===== src/hdl/mst_pkg.sv =====
// Shared constants for the microstep translator: register map, field
// layout, resolution codes and the quarter-wave current table.
// Assumes a single sys_clk domain and an AHB-Lite register port.
package mst_pkg;

	// ----------------------------------------------------------------
	// Register map (byte addresses)
	// ----------------------------------------------------------------
	localparam logic [7:0] MST_REG_CTRL   = 8'h00;
	localparam logic [7:0] MST_REG_STATUS = 8'h04;
	localparam logic [7:0] MST_REG_PHASE  = 8'h08;
	localparam int         MST_ADDR_W     = 8;

	// ----------------------------------------------------------------
	// Field positions and reset values
	// ----------------------------------------------------------------
	localparam int         MST_CTRL_RES_LO  = 0;
	localparam int         MST_CTRL_RES_HI  = 1;
	localparam logic [1:0] MST_CTRL_RST     = 2'h0;
	localparam int         MST_ST_IDX_LSB   = 0;
	localparam int         MST_ST_RES_LSB   = 6;
	localparam int         MST_ST_DIR       = 8;
	localparam int         MST_PH_A_LSB     = 0;
	localparam int         MST_PH_A_NEG     = 6;
	localparam int         MST_PH_B_LSB     = 8;
	localparam int         MST_PH_B_NEG     = 14;
	localparam logic [5:0] MST_IDX_RST      = 6'h00;
	localparam logic [1:0] MST_HTRANS_NSEQ  = 2'h2;

	// ----------------------------------------------------------------
	// Resolution codes {hi, lo}, step spans and landing offsets
	// ----------------------------------------------------------------
	typedef enum logic [1:0] {
		MST_RES_FULL    = 2'b00,
		MST_RES_HALF    = 2'b01,
		MST_RES_QUARTER = 2'b10,
		MST_RES_SIXTEEN = 2'b11
	} mst_res_t;

	localparam logic [5:0] MST_SPAN_FULL    = 6'h10;
	localparam logic [5:0] MST_SPAN_HALF    = 6'h08;
	localparam logic [5:0] MST_SPAN_QUARTER = 6'h04;
	localparam logic [5:0] MST_SPAN_SIXTEEN = 6'h01;
	localparam logic [5:0] MST_OFS_FULL     = 6'h08;
	localparam logic [5:0] MST_OFS_OTHER    = 6'h00;
	localparam logic [5:0] MST_MAG_FULL     = 6'h3F;

	// Quarter-wave magnitudes, 63*sin(k*5.625 deg), k = 0..16
	localparam logic [5:0] MST_QTR [0:16] = '{
		6'h00, 6'h06, 6'h0C, 6'h12, 6'h18, 6'h1E, 6'h23, 6'h28, 6'h2D,
		6'h31, 6'h34, 6'h38, 6'h3A, 6'h3C, 6'h3E, 6'h3F, 6'h3F
	};

endpackage


===== src/hdl/mst_tbl_if.sv =====
// Carrier between the translator and its phase table memory.
// Assumes both ends run on the same sys_clk.
`timescale 1ns/100ps
`default_nettype none
interface mst_tbl_if;
	logic [5:0] idx;    // Step angle index to look up
	logic [5:0] a_mag;  // Phase A magnitude
	logic       a_neg;  // Phase A negative
	logic [5:0] b_mag;  // Phase B magnitude
	logic       b_neg;  // Phase B negative

	modport rom  (input idx, output a_mag, a_neg, b_mag, b_neg);
	modport user (output idx, input a_mag, a_neg, b_mag, b_neg);
endinterface
`default_nettype wire


===== src/hdl/mst_phase_rom.sv =====
// Phase current table: 64 signed entries, read data registered.
// Assumes the index is stable from sys_clk logic.
`timescale 1ns/100ps
`default_nettype none
module mst_phase_rom
	import mst_pkg::*;
(
	input  wire logic sys_clk,  // System clock
	input  wire logic arst_n,   // Async reset, active low
	input  wire logic clk_en,   // Freezes state while low
	mst_tbl_if.rom    tbl       // Lookup port
);
	logic [13:0] entry [0:63];
	logic [5:0]  a_mag_q, a_mag_d, b_mag_q, b_mag_d;
	logic        a_neg_q, a_neg_d, b_neg_q, b_neg_d;

	// ----------------------------------------------------------------
	// Entry build: A follows sine, B follows cosine
	// ----------------------------------------------------------------
	genvar i;
	generate
		for (i = 0; i < 64; i++) begin : g_ent
			localparam int Q = i / 16;
			localparam int K = i % 16;
			localparam logic [5:0] SA = (Q % 2 == 0) ? MST_QTR[K] : MST_QTR[16 - K];
			localparam logic [5:0] SB = (Q % 2 == 0) ? MST_QTR[16 - K] : MST_QTR[K];
			localparam logic       NA = (Q >= 2) && (SA != 6'h00);
			localparam logic       NB = (Q == 1 || Q == 2) && (SB != 6'h00);
			assign entry[i] = {NB, SB, NA, SA};
		end
	endgenerate

	always_comb begin
		a_mag_d = a_mag_q;
		a_neg_d = a_neg_q;
		b_mag_d = b_mag_q;
		b_neg_d = b_neg_q;
		if (clk_en) begin
			{b_neg_d, b_mag_d, a_neg_d, a_mag_d} = entry[tbl.idx];
		end
	end

	always_ff @(posedge sys_clk or negedge arst_n) begin
		if (!arst_n) begin
			a_mag_q <= 6'h00;
			a_neg_q <= 1'b0;
			b_mag_q <= 6'h00;
			b_neg_q <= 1'b0;
		end else begin
			a_mag_q <= a_mag_d;
			a_neg_q <= a_neg_d;
			b_mag_q <= b_mag_d;
			b_neg_q <= b_neg_d;
		end
	end

	assign tbl.a_mag = a_mag_q;
	assign tbl.a_neg = a_neg_q;
	assign tbl.b_mag = b_mag_q;
	assign tbl.b_neg = b_neg_q;

	zero_entry_a: assert property (@(posedge sys_clk) disable iff (!arst_n)
		(clk_en && tbl.idx == 6'h00) |=>
		(b_mag_q == MST_MAG_FULL && !b_neg_q && a_mag_q == 6'h00))
		else $error("index zero is not B full positive, A zero");

endmodule
`default_nettype wire


===== src/hdl/mst_translator.sv =====
// Microstep translator: step/direction and serial step-change drive a
// 6-bit step angle index that looks up the phase current table.
// Assumes AHB-Lite single-word transfers, one master, sys_clk 200 MHz.
//
// Decided for this implementation: the register addresses and the AHB-Lite slave port.
`timescale 1ns/100ps
`default_nettype none
module mst_translator
	import mst_pkg::*;
(
	input  wire logic        sys_clk,            // System clock, 200 MHz
	input  wire logic        arst_n,             // Async reset, active low
	input  wire logic        clk_en,             // Freezes all state while low
	input  wire logic        step_pin,           // Step input, async
	input  wire logic        dir_pin,            // Direction, high = forward
	input  wire logic        resolution_sel_lo,  // Resolution select low bit
	input  wire logic        resolution_sel_hi,  // Resolution select high bit
	input  wire logic        serial_strobe_n,    // Serial strobe, acts on rise
	input  wire logic [5:0]  step_change_value,  // Signed serial step change
	input  wire logic        hsel,               // AHB select
	input  wire logic [31:0] haddr,              // AHB address
	input  wire logic [1:0]  htrans,             // AHB transfer type
	input  wire logic        hwrite,             // AHB write
	input  wire logic [2:0]  hsize,              // AHB size
	input  wire logic [31:0] hwdata,             // AHB write data
	input  wire logic        hready,             // AHB bus ready
	output logic      [31:0] hrdata,             // AHB read data
	output logic             hreadyout,          // AHB slave ready
	output logic             hresp,              // AHB response, OKAY
	output logic      [5:0]  step_index,         // Step angle index
	output logic      [5:0]  phase_a_mag,        // Phase A level code
	output logic             phase_a_neg,        // Phase A negative
	output logic      [5:0]  phase_b_mag,        // Phase B level code
	output logic             phase_b_neg         // Phase B negative
);
	// ----------------------------------------------------------------
	// Synchronisers
	// ----------------------------------------------------------------
	logic [10:0] sync1_q, sync1_d, sync2_q, sync2_d;
	logic        step_prev_q, step_prev_d, strb_prev_q, strb_prev_d;
	logic        step_s, dir_s, sel_lo_s, sel_hi_s, strb_s;
	logic [5:0]  sc_s;
	logic        step_rise, strb_rise;

	always_comb begin
		sync1_d     = sync1_q;
		sync2_d     = sync2_q;
		step_prev_d = step_prev_q;
		strb_prev_d = strb_prev_q;
		if (clk_en) begin
			sync1_d     = {step_change_value, serial_strobe_n, resolution_sel_hi,
			               resolution_sel_lo, dir_pin, step_pin};
			sync2_d     = sync1_q;
			step_prev_d = step_s;
			strb_prev_d = strb_s;
		end
	end

	always_ff @(posedge sys_clk or negedge arst_n) begin
		if (!arst_n) begin
			sync1_q     <= 11'h010;
			sync2_q     <= 11'h010;
			step_prev_q <= 1'b0;
			strb_prev_q <= 1'b1;
		end else begin
			sync1_q     <= sync1_d;
			sync2_q     <= sync2_d;
			step_prev_q <= step_prev_d;
			strb_prev_q <= strb_prev_d;
		end
	end

	assign {sc_s, strb_s, sel_hi_s, sel_lo_s, dir_s, step_s} = sync2_q;
	assign step_rise = clk_en && step_s && !step_prev_q;
	assign strb_rise = clk_en && strb_s && !strb_prev_q;

	// ----------------------------------------------------------------
	// Resolution and index
	// ----------------------------------------------------------------
	logic [1:0] res_reg_q, res_reg_d;
	logic [5:0] idx_q, idx_d, span, ofs, after_step;
	mst_res_t   res_eff;

	// Pin OR register, sampled at the edge that uses it
	assign res_eff = mst_res_t'({sel_hi_s | res_reg_q[1], sel_lo_s | res_reg_q[0]});

	always_comb begin
		case (res_eff)
			MST_RES_FULL: begin
				span = MST_SPAN_FULL;
				ofs  = MST_OFS_FULL;
			end
			MST_RES_HALF: begin
				span = MST_SPAN_HALF;
				ofs  = MST_OFS_OTHER;
			end
			MST_RES_QUARTER: begin
				span = MST_SPAN_QUARTER;
				ofs  = MST_OFS_OTHER;
			end
			default: begin
				span = MST_SPAN_SIXTEEN;
				ofs  = MST_OFS_OTHER;
			end
		endcase
	end

	// Nearest allowed index strictly past the current one; 6-bit wrap
	always_comb begin
		if (dir_s) begin
			after_step = ((idx_q - ofs + span) & ~(span - 6'h01)) + ofs;
		end else begin
			after_step = ((idx_q - ofs - 6'h01) & ~(span - 6'h01)) + ofs;
		end
	end

	always_comb begin
		idx_d = idx_q;
		if (step_rise) begin
			idx_d = after_step;
		end
		// Both in one cycle: both are applied, serial change last
		if (strb_rise) begin
			idx_d = idx_d + sc_s;
		end
	end

	// ----------------------------------------------------------------
	// AHB-Lite slave, zero wait states
	// ----------------------------------------------------------------
	logic [MST_ADDR_W-1:0] wr_addr_q, wr_addr_d;
	logic                  wr_pend_q, wr_pend_d;
	logic [31:0]           rdata_q, rdata_d;
	logic                  take;
	mst_tbl_if             tbl ();

	assign take = hsel && hready && htrans[1];

	always_comb begin
		wr_addr_d = wr_addr_q;
		wr_pend_d = wr_pend_q;
		rdata_d   = rdata_q;
		res_reg_d = res_reg_q;
		if (clk_en) begin
			if (wr_pend_q && wr_addr_q == MST_REG_CTRL) begin
				res_reg_d = {hwdata[MST_CTRL_RES_HI], hwdata[MST_CTRL_RES_LO]};
			end
			wr_pend_d = take && hwrite;
			if (take) begin
				wr_addr_d = haddr[MST_ADDR_W-1:0];
			end
			rdata_d = 32'h0000_0000;
			if (take && !hwrite) begin
				case (haddr[MST_ADDR_W-1:0])
					MST_REG_CTRL:   rdata_d[1:0] = res_reg_q;
					MST_REG_STATUS: rdata_d[8:0] = {dir_s, res_eff, idx_q};
					MST_REG_PHASE:  rdata_d[14:0] = {tbl.b_neg, tbl.b_mag, 1'b0,
					                                 tbl.a_neg, tbl.a_mag};
					default:        rdata_d = 32'h0000_0000;
				endcase
			end
		end
	end

	always_ff @(posedge sys_clk or negedge arst_n) begin
		if (!arst_n) begin
			res_reg_q <= MST_CTRL_RST;
			idx_q     <= MST_IDX_RST;
			wr_addr_q <= 8'h00;
			wr_pend_q <= 1'b0;
			rdata_q   <= 32'h0000_0000;
		end else begin
			res_reg_q <= res_reg_d;
			idx_q     <= idx_d;
			wr_addr_q <= wr_addr_d;
			wr_pend_q <= wr_pend_d;
			rdata_q   <= rdata_d;
		end
	end

	// ----------------------------------------------------------------
	// Phase table and outputs
	// ----------------------------------------------------------------
	assign tbl.idx = idx_q;

	mst_phase_rom u_rom (
		.sys_clk (sys_clk),
		.arst_n  (arst_n),
		.clk_en  (clk_en),
		.tbl     (tbl)
	);

	// Ready and OKAY each in a flop, so no output passes a gate
	logic one_q, zero_q;
	always_ff @(posedge sys_clk or negedge arst_n) begin
		if (!arst_n) begin
			one_q  <= 1'b1;
			zero_q <= 1'b0;
		end else begin
			one_q  <= 1'b1;
			zero_q <= 1'b0;
		end
	end

	assign hrdata      = rdata_q;
	assign hreadyout   = one_q;
	assign hresp       = zero_q;
	assign step_index  = idx_q;
	assign phase_a_mag = tbl.a_mag;
	assign phase_a_neg = tbl.a_neg;
	assign phase_b_mag = tbl.b_mag;
	assign phase_b_neg = tbl.b_neg;

	// ----------------------------------------------------------------
	// Checks
	// ----------------------------------------------------------------
	full_land_a: assert property (@(posedge sys_clk) disable iff (!arst_n)
		(step_rise && !strb_rise && res_eff == MST_RES_FULL) |=> idx_q[3:0] == 4'h8)
		else $error("full step landed off a 45 degree index");
	half_land_a: assert property (@(posedge sys_clk) disable iff (!arst_n)
		(step_rise && !strb_rise && res_eff == MST_RES_HALF) |=> idx_q[2:0] == 3'h0)
		else $error("half step landed off a multiple of eight");
	quarter_land_a: assert property (@(posedge sys_clk) disable iff (!arst_n)
		(step_rise && !strb_rise && res_eff == MST_RES_QUARTER) |=> idx_q[1:0] == 2'h0)
		else $error("quarter step landed off a multiple of four");
	fine_fwd_a: assert property (@(posedge sys_clk) disable iff (!arst_n)
		(step_rise && !strb_rise && res_eff == MST_RES_SIXTEEN && dir_s)
		|=> idx_q == 6'($past(idx_q) + 6'h01))
		else $error("forward sixteenth step did not add one");
	fine_rev_a: assert property (@(posedge sys_clk) disable iff (!arst_n)
		(step_rise && !strb_rise && res_eff == MST_RES_SIXTEEN && !dir_s)
		|=> idx_q == 6'($past(idx_q) - 6'h01))
		else $error("reverse sixteenth step did not subtract one");
	serial_add_a: assert property (@(posedge sys_clk) disable iff (!arst_n)
		(strb_rise && !step_rise) |=> idx_q == 6'($past(idx_q) + $past(sc_s)))
		else $error("serial strobe did not add the step change");
	idx_hold_a: assert property (@(posedge sys_clk) disable iff (!arst_n)
		(!step_rise && !strb_rise) |=> $stable(idx_q))
		else $error("index moved without an edge");
	edge_once_a: assert property (@(posedge sys_clk) disable iff (!arst_n)
		(step_rise && !strb_rise) |=> (!step_rise && idx_q != $past(idx_q)))
		else $error("one step edge did not move the index exactly once");
	res_or_a: assert property (@(posedge sys_clk) disable iff (!arst_n)
		(res_reg_q == 2'h0 && clk_en) |-> (res_eff == mst_res_t'({sel_hi_s, sel_lo_s})))
		else $error("cleared register does not leave pins in control");

endmodule
`default_nettype wire


===== config.mk =====
export PLATFORM = sky130hd
export DESIGN_NAME = mst_translator
export DESIGN_NICKNAME = d
export VERILOG_FILES = /design/src/hdl/mst_pkg.sv /design/src/hdl/mst_tbl_if.sv /design/src/hdl/mst_phase_rom.sv /design/src/hdl/mst_translator.sv
export SDC_FILE = /design/constraint.sdc
export NUM_CORES = 1
export LEC_CHECK = 0
export ABC_AREA = 0
export BUFFER_PORTS_ARGS = -buffer_cell sky130_fd_sc_hd__buf_2
export CAP_MARGIN = 20
export CORE_ASPECT_RATIO = 0.5
export CORE_MARGIN = 2
export CORE_UTILIZATION = 24
export CTS_CLUSTER_SIZE = 28
export DETAILED_ROUTE_END_ITERATION = 8
export HOLD_SLACK_MARGIN = 0.12
export MAX_ROUTING_LAYER = met4
export SLEW_MARGIN = 20
export SYNTH_ARGS = -nofsm -noshare
export SYNTH_HDL_FRONTEND = slang
export SYNTH_SLANG_ARGS = --single-unit

===== constraint.sdc =====
create_clock -name sys_clk -period 6.35 [get_ports sys_clk]
set_input_delay 0 -clock sys_clk [delete_from_list [all_inputs] [get_ports sys_clk]]
set_output_delay 0 -clock sys_clk [all_outputs]
set_load 0.03 [all_outputs]

# Word level (Yosys, flattened, before mapping)
# Memories as Yosys holds them, arrays and structs flattened. A register that Yosys moved wholly into a read port is not among the register bits.
# Index checks and enable logic that the tools add are counted.
word_totals:
  ff_bits: 73
  out_inout_bits: 54
  mem_count: 1
  wordCells: 54
  inputBits: 86
  rom_bits: 896
mem_list:
  columns: ["name", "words", "word_bits", "rd", "rd_clocked_by_memory_dff", "write_ports", "line", "rtl"]
  rows:
  - ["(no name shown)", 64, 14, 1, 1, 0, "mst_phase_rom.sv:39", "{b_neg_d, b_mag_d, a_neg_d, a_mag_d} = entry[tbl.idx];"]
classes:
  add_sub_neg: 7
  n_reduce_logical: 18
  muxes: 9
  n_eq_ne: 4
  n_bitwise: 6
op_table:
  columns: ["operator", "n"]
  rows:
  - ["$add A6 B6 Y6", 4]
  - ["$mux W6", 4]
  - ["$logic_not A8 Y1", 2]
  - ["$mux W15", 1]
  - ["$pmux W5 S3", 1]
  - ["$pmux W7 S2", 1]
  - ["$and A6 B6 Y6", 2]
  - ["$sub A6 B1 Y6 const B", 2]
  - ["$logic_and A1 B1 Y1", 9]
  - ["$eq A8 B3 Y1 const B", 1]
  - ["$eq A8 B4 Y1 const B", 1]
  - ["$not A6 Y7", 1]
  - ["$not A6 Y6", 1]
  - ["$pmux W2 S3", 1]
  - ["$sub A6 B6 Y6", 1]
  - ["$logic_not A1 Y1", 4]
  - ["$mux W4", 1]
  - ["$reduce_and A2 Y1", 2]
  - ["$eq A2 B1 Y1 const B", 1]
  - ["$eq A2 B2 Y1 const B", 1]
  - ["$logic_not A2 Y1", 1]
  - ["$or A1 B1 Y1", 2]

# Longest topological paths before layout
logic_depth:
  ltp_word: 11
  depth_mapped: 16
  mapped_depth_nobuf: 16

# Hierarchy
# From an unflattened synthesis, not the netlist that was laid out.
hier_totals:
  hier_cells: 395
  area_unflattened_um2: 4103.9
by_module_without_submodules:
  columns: ["mod", "instances", "seq_area_each_um2", "cells_each", "area_per_inst_um2"]
  rows:
  - ["mst_translator", 1, 1405.1, 268, 3039.2]
  - ["mst_phase_rom", 1, 350.3, 127, 1064.8]

# Worst setup path before layout
# No wires, ideal clock.
synth_timing:
  kind: "register -> register"
  startpoint: "reg res_reg_q[1]"
  endpoint: "reg idx_q[5] (netlist: step_index[5])"
  arrival_time_ps: 3716
  t_required_ps: 6216
  setup_ps: 134
  n_path_buf: 0
  synth_period_minus_slack_ps: 3850
  stages_incl_launch_ff: 15
  path_slack_ps: 2500
  cell_sequence: "dfrtp_1 > nor4_1 > ha_1 > inv_1 > ha_1 > a211oi_1 > nor3_1 > ha_1 > ha_1 > mux2_2 > ha_1 > or3b_2 > a31oi_1 > nor3_1 > xnor3_1"
synth_between:
  elab_chain_len: 11
  elab_cells_between_ends: 19
  cone_classes: "7 x add/sub; 2 x eq/ne; 5 x mux; 4 x bitwise; 1 x reduce/logical"
synth_lines:
  columns: ["item", "line", "rtl"]
  rows:
  - ["start, declared", "mst_translator.sv:80", "logic [1:0] res_reg_q, res_reg_d;"]
  - ["start signal, assigned", "mst_translator.sv:173", "res_reg_q <= res_reg_d;"]
  - ["$or A1 B1 Y1 *", "mst_translator.sv:85", "assign res_eff = mst_res_t'({sel_hi_s | res_reg_q[1], sel_lo_s | res_reg_q[0]});"]
  - ["$logic_not A2 Y1, or another cell as far along", "mst_translator.sv:88", "case (res_eff)"]
  - ["$mux W4 or $pmux W5 S3 (tied branches)", "mst_translator.sv:88", null]
  - ["$sub A6 B6 Y6 or $sub A6 B1 Y6 (tied branches)", "mst_translator.sv:111, mst_translator.sv:113", null]
  - ["$sub A6 B1 Y6, or another cell as far along", "mst_translator.sv:113", "after_step = ((idx_q - ofs - 6'h01) & ~(span - 6'h01)) + ofs;"]
  - ["$and A6 B6 Y6, on equally long branches", "mst_translator.sv:113, mst_translator.sv:111", null]
  - ["$add A6 B6 Y6, on equally long branches", "mst_translator.sv:113, mst_translator.sv:111", null]
  - ["$mux W6 *", "mst_translator.sv:110", "if (dir_s) begin"]
  - ["$mux W6 *", "mst_translator.sv:119", "if (step_rise) begin"]
  - ["$add A6 B6 Y6", "mst_translator.sv:124", "idx_d = idx_d + sc_s;"]
  - ["$mux W6 *", "mst_translator.sv:123", "if (strb_rise) begin"]
  - ["named net idx_d[5]", "mst_translator.sv:81", "logic [5:0] idx_q, idx_d, span, ofs, after_step;"]
  - ["end signal, assigned", "mst_translator.sv:174", "idx_q <= idx_d;"]
  - ["end, declared", "mst_translator.sv:81", null]
# The timed path passes the listed nets; every way through them passes the cells marked *.
# A chain may end at the register's enable or synchronous reset.

# Final worst setup path
# Same ends and word-level chain as after synthesis.

==> run metrics <==
Final ANT Viol Nets=0; diode count=0; CTS clk-pin slew, worst paths=approximately 0.06 ns; register area share after synthesis=44.08%; Cell variety after synth=between 50 and 60; setup bufs post-CTS=0; wire per inst=between 10 and 15 µm; Layout area overhead=28.34%; first-pass GRT wire length=~15,000 µm; Seq. cell area=roughly 0.0018 mm²; post-route setup TNS=0 ns; CTS tree=done; Die X=around 190 µm; Comb pwr share=41.9%; cts bufs inserted=9; top_reg_cell synth=dfrtp_1; multi-input logic area=approximately 0.0020 mm²; P_leak=2.330 nW; Final Skew=~0.0054 ns; Post-Syn Instances=between 300 and 400; total grt overflow=0; Internal Power=1.329 mW; I/O Pins=140; Final nets=571; CTS sink count=70; # rows=33; Worst VDD drop=roughly 0.15 mV; worst-skew pair later-pin latency=0.33 ns; switching pwr=around 0.84 mW; relative slew slack=between 30% and 40%; Startpoint Class=flip-flop; layout cells sized above 1=around 30%; die height=~95 µm; CP Class=flip-flop to flip-flop; largest net degree at the start of global routing=71; Root Driver=clkbuf_16; DP HPWL=roughly 6000 µm; First-pass DRT Iterations=5; drt drc=0; period utilization=66.07%; DRT iter0 DRCs=81; CP cell instances=nor4_1 > ha_1 > inv_1 > ha_1 > a211oi_1 > nor3_1 > ha_1 > ha_1 > mux2_2 > ha_1 > or3b_2 > a31oi_1 > nor3_1 > xnor3_1; Achievable Freq=between 200 and 250 MHz; Pins Over Slew Limit=0; total power=roughly 2.2 mW; fill count=about 1,700; Power Density=~420 mW/mm²; final hold vios=0; Reg power frac=31.2%; Vias=2,940; GRT Resource Usage Total=between 10% and 20%; crit-path most repeated cell=ha_1; crit-path max FO=6; Placeable Area=roughly 0.016 mm²; Critical Path Max Stage Delay=between 0.6 and 0.7 ns; wirelength, routed=approximately 8900 µm; syn avg cell area=roughly 11 µm²; number of buffers added on ports=62; most frequent cells in the layout=dfrtp_1 (67), buf_2 (62), mux2_2 (45); Die ar.=0.01770 mm²; clock power share=a little over a quarter; RSZ-0062 raised after global routing=no; ys async rst share=between 90% and 100%; EDFF count, synth=0; vias in the first global route=roughly 2,900; fin crit period=between 4 and 5 ns; setup violators final=0; H-tree depth=3; Bufs on Longest Clock Path=2; Yosys reg bits=70; Synth Cell Area=0.003983 mm²; MaxCap Viol Count=0; Worst EP required=6.55 ns; CP endpoint kind=flip-flop; initial core utilization=roughly 24%; commonest non-fill, non-tap cell in the layout=dfrtp_1; Sw Ratio=between 30% and 40%; post-DR vias/cell=between 4 and 5; antenna violations before repair=0; status=finished, final reports clean; warnings from Yosys=0; Arrival @ worst endpoint=~4.4 ns; HP Class=primary input to flip-flop; critical path's slowest cell=nor4_1; GPL Wtd Cong=between 0.7 and 0.8; Least-Margin Pin Slew=just over 0.9 ns
## final timing paths
| kind | from | end | slack [ns] | cells past startpoint |
|---|---|---|---|---|
| min in group asynchronous | arst_n | hrdata[2] | 0.38 | 3 |
| min reg2reg | sync1_q[1] | sync2_q[1] | 0.48 | 2 |
| max | res_reg_q[1] | step_index[5] | 2.15 | 14 |
| max reg2reg | res_reg_q[1] | step_index[5] | 2.15 | 14 |
| max in group asynchronous | arst_n | hrdata[7] | 5.33 | 3 |
| min | hready | hrdata[1] | 0.24 | 4 |
## stage by stage
| step | instances | hold WS [ns] | utilization, % | worst slack, ns | instance area, µm² |
|---|---|---|---|---|---|
| 6_report | 696 | 0.2358 | 31.34 | 2.155 | 5111 |
| 3_5_place_dp | 648 | 0.2378 | 27.23 | 2.151 | 4442 |
| 2_1_floorplan | 390 | -0.2956 | - | 2.500 | 4046 |
| 3_3_place_gp | 648 | 0.2341 | 27.23 | 2.161 | 4442 |
| 5_1_grt | 696 | 0.2657 | 31.34 | 1.875 | 5111 |
| 4_1_cts | 696 | 0.2237 | 31.34 | 2.142 | 5111 |
## synthesized netlist by cell type, types with 4 or more instances
cell	n	area share, %
a21oi_1	13	1.6
a22oi_1	8	1.5
buf_2	6	0.75
buf_4	21	4.0
clkbuf_1	6	0.57
dfrtp_1	67	42
ha_1	19	6.0
inv_1	29	2.7
mux2_2	45	13
mux2i_1	5	1.3
nand2_1	27	2.5
nand2b_1	7	1.1
nor2_1	15	1.4
nor2b_1	4	0.63
nor4_1	4	0.63
o21ai_0	35	4.4
o22ai_1	4	0.63
## power groups by stage
stage	sequential (mW)	clock, mW	combinational [mW]
2_1_floorplan	0.746	0	0.595
3_3_place_gp	0.682	0	0.861
3_5_place_dp	0.684	0	0.884
4_1_cts	0.677	0.595	0.918
5_1_grt	0.695	0.611	1.02
6_report	0.676	0.583	0.908
## layout make-up
cell class / instances / area share, %
multi-input cells: 257 / 38.36
clock inverters: 5 / 2.081
repair buffers: 97 / 12.78
well taps: 227 / 5.557
clock buffers: 11 / 4.749
inverters: 29 / 2.130
flip-flops and latches: 70 / 34.35
## logic make-up after synthesis
kind of cell               share of synthesized area (%)
muxes                                              14.55
adders and majority gates                          6.975
and+or+nand+nor                                    10.74
xor gates and xnor gates                           1.885
DFF                                                44.08
other                                             0.1886
AOI/OAI and AO/OA                                  13.29
buffers and inverters                              8.294
## worst max-delay path, delay by kind of cell, from the launching register on
family,cells,cell delay (ns)
adder cells (fa/ha/maj),5,1.38
AND/OR/NAND/NOR,4,1.28
flip-flops,1,0.43
XOR/XNOR,1,0.33
AO/OA/AOI/OAI,2,0.32
multiplexers,1,0.27
buffers and inverters,1,0.05
## layer usage
layer	vias up	routed length [µm]	global-route usage (%)
met3	5	272	2.177
met1	1406	4191	13.98
met4	0	55	2.559
met5	-	0	-
met2	67	4333	17.60
li1	1462	-	-
## sequential cells by signal (all words and copies together), names as in the netlist, 2 cells and up
name / flops
hrdata: 15
sync1_q: 11
sync2_q: 11
wr_addr_q: 8
step_index: 6
u_rom.tbl.a_mag: 6
u_rom.tbl.b_mag: 6
res_reg_q: 2
## timing repair
item,4_1_cts,5_1_grt
gates resized for setup,0,0
hold buffers,32,0
endpoints found under the hold margin,93,0
(Power assumes the default switching activity.)
